===== config.mk =====
export PLATFORM = sky130hd
export DESIGN_NAME = pmsl_top
export DESIGN_NICKNAME = d
export VERILOG_FILES = /design/src/hdl/pmsl_pkg.sv /design/src/hdl/pmsl_level_dec.sv /design/src/hdl/pmsl_top.sv
export SDC_FILE = /design/constraint.sdc
export NUM_CORES = 1
export LEC_CHECK = 0
export BUFFER_PORTS_ARGS = -buffer_cell sky130_fd_sc_hd__buf_4
export CORE_MARGIN = 2
export CORE_UTILIZATION = 54
export DETAILED_ROUTE_END_ITERATION = 12
export GPL_TIMING_DRIVEN = 1
export HOLD_SLACK_MARGIN = 0.06
export PLACE_DENSITY = 0.81
export RECOVER_POWER = 100
export SLEW_MARGIN = 10
export SYNTH_ARGS = -nofsm -noshare
export SYNTH_HDL_FRONTEND = slang
export SYNTH_HIERARCHICAL = 1
export SYNTH_SLANG_ARGS = --single-unit

===== constraint.sdc =====
create_clock -name i_mclk -period 3.3 [get_ports i_mclk]
set_input_delay 0.165 -clock i_mclk [delete_from_list [all_inputs] [get_ports i_mclk]]
set_output_delay 0.165 -clock i_mclk [all_outputs]
set_load 0.05 [all_outputs]

===== src/hdl/pmsl_pkg.sv =====
package pmsl_pkg;

	// Bit positions of the three lock bits inside the security byte.
	localparam int SEC_BIT_TBL = 0;
	localparam int SEC_BIT_VER = 1;
	localparam int SEC_BIT_EXT = 3;

	// A lock bit reads zero when it is programmed.
	localparam logic SEC_PROGRAMMED = 1'b0;

	// Cycles after reset release before the synchronised byte is trusted.
	localparam logic [1:0] SETTLE_CYC = 2'h3;
	localparam logic [1:0] SETTLE_STEP = 2'h1;

	// Signature index limit and the idle data value.
	localparam logic [1:0] SIG_LAST_IDX = 2'h2;
	localparam logic [7:0] DATA_IDLE = 8'h00;

	// Cumulative protection levels, in increasing strength.
	typedef enum logic [1:0] {
		LVL_OPEN,
		LVL_TBL,
		LVL_VER,
		LVL_FULL
	} pmsl_level_t;

	// Processor requests, all one-cycle pulses in the core clock domain.
	typedef struct packed {
		logic ext_fetch;
		logic tbl_rd;
		logic tbl_from_ext;
		logic ram_acc;
	} pmsl_cpu_req_t;

	// Registered answers to the processor.
	typedef struct packed {
		logic ext_fetch_ok;
		logic tbl_rd_ok;
		logic ram_ok;
		logic fault;
	} pmsl_cpu_gnt_t;

	// Programmer request levels as they arrive on the pins.
	typedef struct packed {
		logic prog;
		logic verify;
		logic sig;
		logic [1:0] sig_idx;
	} pmsl_prg_req_t;

	// Registered answers to the programmer.
	typedef struct packed {
		logic ack;
		logic refused;
		logic prog_we;
		logic [7:0] data;
	} pmsl_prg_rsp_t;

endpackage


===== src/hdl/pmsl_level_dec.sv =====
`timescale 1ns/1ps
module pmsl_level_dec
	import pmsl_pkg::*;
(
	input wire logic [7:0] i_security_byte,
	output pmsl_level_t o_level
);

	wire table_read_lock_bit;
	wire verify_lock_bit;
	wire external_exec_lock_bit;

	// Zero in a lock bit turns that protection on.
	assign table_read_lock_bit =
		(i_security_byte[SEC_BIT_TBL] == SEC_PROGRAMMED);
	assign verify_lock_bit =
		(i_security_byte[SEC_BIT_VER] == SEC_PROGRAMMED);
	assign external_exec_lock_bit =
		(i_security_byte[SEC_BIT_EXT] == SEC_PROGRAMMED);

	// Only cumulative patterns are legal; any other pattern is taken as
	// the strongest level, because failing closed leaks nothing.
	always_comb begin
		case ({external_exec_lock_bit, verify_lock_bit,
			table_read_lock_bit})
			3'h0: o_level = LVL_OPEN;
			3'h1: o_level = LVL_TBL;
			3'h3: o_level = LVL_VER;
			3'h7: o_level = LVL_FULL;
			default: o_level = LVL_FULL;
		endcase
	end

endmodule


===== src/hdl/pmsl_top.sv =====
// Overview of operation
// - All bits unprogrammed: verify allowed, no restrictions.
// - Lock bit one blocks external table reads.
// - Lock bit one rejects further programming.
// - Bits one and two also disable verify.
// - All three bits block external code execution.
// - All three bits make data RAM inaccessible.
// - Three signature bytes readable by programmer.
// - Security byte bits, zero enables protection.
`timescale 1ns/1ps
module pmsl_top
	import pmsl_pkg::*;
#(
	parameter logic [7:0] SIG_BYTE_0 = 8'hA5, // Arbitrary value.
	parameter logic [7:0] SIG_BYTE_1 = 8'h5A, // Arbitrary value.
	parameter logic [7:0] SIG_BYTE_2 = 8'h3C  // Arbitrary value.
)
(
	input wire logic i_mclk,
	input wire logic i_rst_n,
	input wire logic [7:0] i_security_byte,
	input wire pmsl_cpu_req_t i_cpu_req,
	input wire pmsl_prg_req_t i_prg_req,
	input wire logic [7:0] i_code_rdata,
	output pmsl_cpu_gnt_t o_cpu_gnt,
	output pmsl_prg_rsp_t o_prg_rsp,
	output pmsl_level_t o_level,
	output logic o_level_valid
);

	logic [7:0] sec_s1_ff;
	logic [7:0] sec_s2_ff;
	pmsl_prg_req_t prg_s1_ff;
	pmsl_prg_req_t prg_s2_ff;
	pmsl_prg_req_t prg_prev_ff;
	logic [1:0] settle_ff;
	pmsl_level_t lvl_ff;
	logic lvl_valid_ff;
	pmsl_cpu_gnt_t gnt_ff;
	pmsl_prg_rsp_t rsp_ff;
	pmsl_level_t dec_lvl;
	pmsl_cpu_gnt_t nxt_gnt;
	pmsl_prg_rsp_t nxt_rsp;
	logic [1:0] nxt_settle;

	wire rise_prog;
	wire rise_verify;
	wire rise_sig;
	wire tbl_lock;
	wire prog_lock;
	wire ver_lock;
	wire full_lock;
	wire sig_bad;
	wire take_prog;
	wire take_verify;
	wire take_sig;
	wire [7:0] sig_data;
	wire settle_done;

	// Both pin groups come from outside the core clock domain.
	always_ff @(posedge i_mclk or negedge i_rst_n) begin
		if (!i_rst_n) begin
			sec_s1_ff <= '1;
			sec_s2_ff <= '1;
			prg_s1_ff <= '0;
			prg_s2_ff <= '0;
			prg_prev_ff <= '0;
		end else begin
			sec_s1_ff <= i_security_byte;
			sec_s2_ff <= sec_s1_ff;
			prg_s1_ff <= i_prg_req;
			prg_s2_ff <= prg_s1_ff;
			prg_prev_ff <= prg_s2_ff;
		end
	end

	pmsl_level_dec u_dec (
		.i_security_byte(sec_s2_ff),
		.o_level(dec_lvl)
	);

	// The byte is only trusted once the synchroniser has refilled.
	assign settle_done = (settle_ff == SETTLE_CYC);
	assign nxt_settle = settle_done ? settle_ff : settle_ff + SETTLE_STEP;

	// The level is caught once after release and then frozen; until then
	// it sits at the strongest level so nothing escapes early.
	always_ff @(posedge i_mclk or negedge i_rst_n) begin
		if (!i_rst_n) begin
			settle_ff <= '0;
			lvl_ff <= LVL_FULL;
			lvl_valid_ff <= 1'b0;
		end else begin
			settle_ff <= nxt_settle;
			if (settle_done && !lvl_valid_ff) begin
				lvl_ff <= dec_lvl;
				lvl_valid_ff <= 1'b1;
			end
		end
	end

	// Cumulative lock terms; each level includes all weaker ones.
	assign tbl_lock = (lvl_ff != LVL_OPEN);
	assign prog_lock = (lvl_ff != LVL_OPEN);
	assign ver_lock = (lvl_ff == LVL_VER) || (lvl_ff == LVL_FULL);
	assign full_lock = (lvl_ff == LVL_FULL);

	// Processor answers are registered one cycle after the request.
	// Only table reads issued from external code are stopped; internal
	// code may still read its own tables at any level.
	always_comb begin
		nxt_gnt.ext_fetch_ok = i_cpu_req.ext_fetch && !full_lock;
		nxt_gnt.tbl_rd_ok = i_cpu_req.tbl_rd &&
			!(i_cpu_req.tbl_from_ext && tbl_lock);
		nxt_gnt.ram_ok = i_cpu_req.ram_acc && !full_lock;
		nxt_gnt.fault = (i_cpu_req.ext_fetch && full_lock) ||
			(i_cpu_req.tbl_rd && i_cpu_req.tbl_from_ext && tbl_lock) ||
			(i_cpu_req.ram_acc && full_lock);
	end

	// Programmer requests are taken on the rising edge of each level.
	assign rise_prog = prg_s2_ff.prog && !prg_prev_ff.prog;
	assign rise_verify = prg_s2_ff.verify && !prg_prev_ff.verify;
	assign rise_sig = prg_s2_ff.sig && !prg_prev_ff.sig;

	// Programming wins over verify, verify over signature reads.
	assign take_prog = rise_prog;
	assign take_verify = rise_verify && !rise_prog;
	assign take_sig = rise_sig && !rise_verify && !rise_prog;
	assign sig_bad = (prg_s2_ff.sig_idx > SIG_LAST_IDX);

	// Signature bytes are always readable, whatever the level.
	assign sig_data = (prg_s2_ff.sig_idx == 2'h0) ? SIG_BYTE_0 :
		(prg_s2_ff.sig_idx == 2'h1) ? SIG_BYTE_1 :
		(prg_s2_ff.sig_idx == SIG_LAST_IDX) ? SIG_BYTE_2 : DATA_IDLE;

	always_comb begin
		nxt_rsp.ack = take_prog || take_verify || take_sig;
		nxt_rsp.refused = (take_prog && prog_lock) ||
			(take_verify && ver_lock) ||
			(take_sig && sig_bad);
		nxt_rsp.prog_we = take_prog && !prog_lock;
		if (take_verify && !ver_lock) begin
			nxt_rsp.data = i_code_rdata;
		end else if (take_sig) begin
			nxt_rsp.data = sig_data;
		end else begin
			nxt_rsp.data = DATA_IDLE;
		end
	end

	// All answers come straight from flip-flops.
	always_ff @(posedge i_mclk or negedge i_rst_n) begin
		if (!i_rst_n) begin
			gnt_ff <= '0;
			rsp_ff <= '0;
		end else begin
			gnt_ff <= nxt_gnt;
			rsp_ff <= nxt_rsp;
		end
	end

	assign o_cpu_gnt = gnt_ff;
	assign o_prg_rsp = rsp_ff;
	assign o_level = lvl_ff;
	assign o_level_valid = lvl_valid_ff;
endmodule


Word level (Yosys, flattened, before mapping)

Cells that the tools add are included.

Reduce and logical (&&, ||, !) cells: 40
Bitwise operators: 3
Equal/unequal tests: 7
Order comparisons: 1
$add $sub $neg: 1
Muxes and demuxes: 6

Operator list:

| cell                                           | number |
|---|---|
| two-way mux 8 bit                              | 3 |
| logical AND 1 bit                              | 20 |
| zero test 1 bit                                | 10 |
| == test 2 bit (second input constant)          | 4 |
| logical OR 1 bit                               | 7 |
| two-way mux 7 bit                              | 1 |
| two-way mux 6 bit                              | 1 |
| case mux 2 bit (3 select lines)                | 1 |
| == test 3 x 1 -> 1 bit (second input constant) | 1 |
| == test 3 x 2 -> 1 bit (second input constant) | 1 |
| zero test 3 bit                                | 1 |
| inverter 1 bit                                 | 3 |
| adder 2 x 1 -> 2 bit (second input constant)   | 1 |
| == test 2 x 1 -> 1 bit (second input constant) | 1 |
| > comparator 2 bit (second input constant)     | 1 |
| zero test 2 bit                                | 1 |
| nonzero test 2 bit                             | 1 |

Input bits: 27
Logic and storage cells: 82
Output and inout port bits: 18
Register bits: 41

Depth between registers and ports, before layout

Word-level depth: 7
Gate-level depth with buffers: 5

Cells and area by module

The synthesis kept the hierarchy.

By module, submodules not included:

| module         | sequential area each (um^2) | area an instance (um^2) | cells an instance | instances |
|---|---|---|---|---|
| pmsl_top       | 1248.7                      | 1595.3                  | 92                | 1 |
| pmsl_level_dec | 0.0                         | 16.3                    | 3                 | 1 |

Least setup slack after synthesis

Ideal clock, no wire load.

Kind: flip-flop to flip-flop
Start point: register lvl_ff[1], in the netlist o_level[1]
End point: register rsp_ff (netlist bit o_prg_rsp[2])
Cell stages (with the launch flop): 3
Setup time: 0.121 ns
Data arrival time: 1.080 ns
Slack: 2.099 ns
Cells stage by stage: dfstp_2 -> nor3b_4 -> a22o_1

RTL lines:

| element                | line            | text |
|---|---|---|
| from (decl)            | pmsl_top.sv:37  | `pmsl_level_t lvl_ff;` |
| from (signal assigned) | pmsl_top.sv:96  | `lvl_ff <= dec_lvl;` |
| to (signal assigned)   | pmsl_top.sv:159 | `rsp_ff <= nxt_rsp;` |
| to (decl)              | pmsl_top.sv:40  | `pmsl_prg_rsp_t rsp_ff;` |

==> flow_summary.json <==
{
  "outcome": "finished clean",
  "die_w_um": 53.98,
  "hold_class": "input pin to register",
  "io_pins": 45,
  "multi_input_area_um2": 337.8,
  "final_hold_viol_count": 0,
  "numClockSinks": 39,
  "grt.total_usage_pct": 18.51,
  "slew_headroom_pct": 37.19,
  "die_y_um": 53.98,
  "hold_end": "o_prg_rsp[4]",
  "rsz0062_at_grt": "false",
  "crit_fanout": 9,
  "drt-pass1-iter-count": 4,
  "r2r_slack_ns": 1.58,
  "avgSynthCellArea_um2": 15.87,
  "nets": 178,
  "syn_to_final_growth_pct": 37.11,
  "synth_nets": 117,
  "fillers": 154,
  "peakVddDrop_v": 0.0004960,
  "drtAntennaViolNets": 0,
  "max-cap-violations": 0,
  "rows": 18,
  "use_met3_pct": 5.556,
  "root_buffer": "clkbuf_4",
  "timing_worst_setup_path_type": "register to register",
  "register_area_um2": 985.9,
  "cp.required_ns": 3.56,
  "final_core_util_pct": 76.74,
  "power.total_mw": 1.013,
  "grt_max_degree": 40,
  "timing.setup.tns_ns": 0,
  "drtIter0Drc": 8,
  "tritoncts": "yes",
  "wl_per_cell_um": 14.07,
  "grtUsageMet2_pct": 33.33,
  "fin_crit_sh_pct": 52.02,
  "routed_wl_um": 2490,
  "hp-start": "i_code_rdata[4]",
  "synthesis.area_um2": 1349,
  "r2r.worst_path.cells": 3,
  "use_met1_pct": 19.08,
  "via_per_inst": 4.904,
  "syn-instance-count": 85,
  "cp.arrival_ns": 1.98,
  "worstSkewPairLatency_ns": 0.32,
  "grt_pass1_wl_um": 3525,
  "clk_path_buf_depth": 2,
  "path_clk_slew_ns": 0.11,
  "period_needed_ns": 1.717,
  "design.core.area_um2": 2410,
  "design.die.area_um2": 2913,
  "worst_slew_pin_slew_ns": 0.9350,
  "start_util_pct": 55.97,
  "finalSetupViolCount": 0,
  "busiest_layer": "met2",
  "ys_warn_count": 6,
  "reg2reg_to": "o_prg_rsp[3]",
  "drive_above_1_share_pct": 27.21,
  "antenna_found_initial": 0,
  "grt_remaining_overflow": 0,
  "io_buffers": 39,
  "cts_resized": 0,
  "route.detailed.drc": 0,
  "first_global_vias": 801,
  "startpoint": "prg_s2_ff[4]",
  "cts_made_buffers": 5,
  "dp_hpwl_um": 1509,
  "fmax_mhz": 582.6,
  "leakage_nw": 0.8455,
  "clock_skew_ns": 0.004500,
  "pwr_density_cell_nw_per_um2": 547.6,
  "cts.htree.levels": 2,
  "vias": 868,
  "hold_path_depth": 2,
  "end_kind": "register",
  "diodes": 0,
  "place_congestion": 0.6883,
  "r2r-start": "prg_s2_ff[4]",
  "drv_slew": 0,
  "startpoint_type": "register"
}
## state kept, by name, indices dropped and copies added (netlist names)
register	count
prg_s2_ff	5
o_cpu_gnt	4
o_level_valid	1
prg_prev_ff	3
o_prg_rsp	11
o_level	2
settle_ff	2
sec_s1_ff	3
sec_s2_ff	3
prg_s1_ff	5
## repair_timing
item,CTS,global route
endpoints found under the hold margin,42,3
hold buffers,12,3
buffers inserted,0,0
## power breakdown
group / switching (mW) / internal (mW) / total [mW]
clock: 0.137 / 0.236 / 0.374
combinational: 0.0786 / 0.0450 / 0.124
sequential: 0.0105 / 0.505 / 0.515
## cells in the final DEF, fill, tap and decap left out, types with 3 or more instances in the layout
cell	n
clkbuf_4	13
a22o_1	8
nand2_1	4
dfrtp_1	31
inv_1	3
dfstp_2	7
nor2_1	4
clkbuf_1	19
ha_1	5
dlygate4sd3_1	15
buf_4	13
## layout make-up
class	count	share of cell area, %
Inverter	3	0.6089
Clock inverter	2	3.248
Timing Repair Buffer	54	20.30
Tap cell	30	2.030
Clock buffer	6	2.233
Sequential cell	39	53.32
Multi-Input combinational cell	43	18.27
## critical path: stages (launching register included)
cell and delay, ns:
dfrtp_1 0.40, nor2b_1 0.20, nor3_1 0.77, a22o_1 0.29
## routing by layer
layer  share of wire (%)  wire, um
met1                  38       944
met2                  55      1359
met3                 5.6       140
met4                 1.8        46
met5                   0         0
## worst max-delay path by stage
stage / end
floorplan: o_prg_rsp[2]
global placement: o_level[1]
detailed placement: o_level[1]
CTS: o_level[1]
global route: o_prg_rsp[3]
finish: o_prg_rsp[3]
## through the flow
step	cells	hold WS [ns]	area [um2]	setup slack (ns)
finish	177	0.06462	1849	1.583
global route	177	0.06375	1849	1.465
CTS	174	0.06006	1901	1.949
detailed placement	154	0.1469	1679	2.007
global placement	154	0.1408	1679	2.088
floorplan	85	-0.1306	1349	2.099
Power figures use the tool's default switching activity.
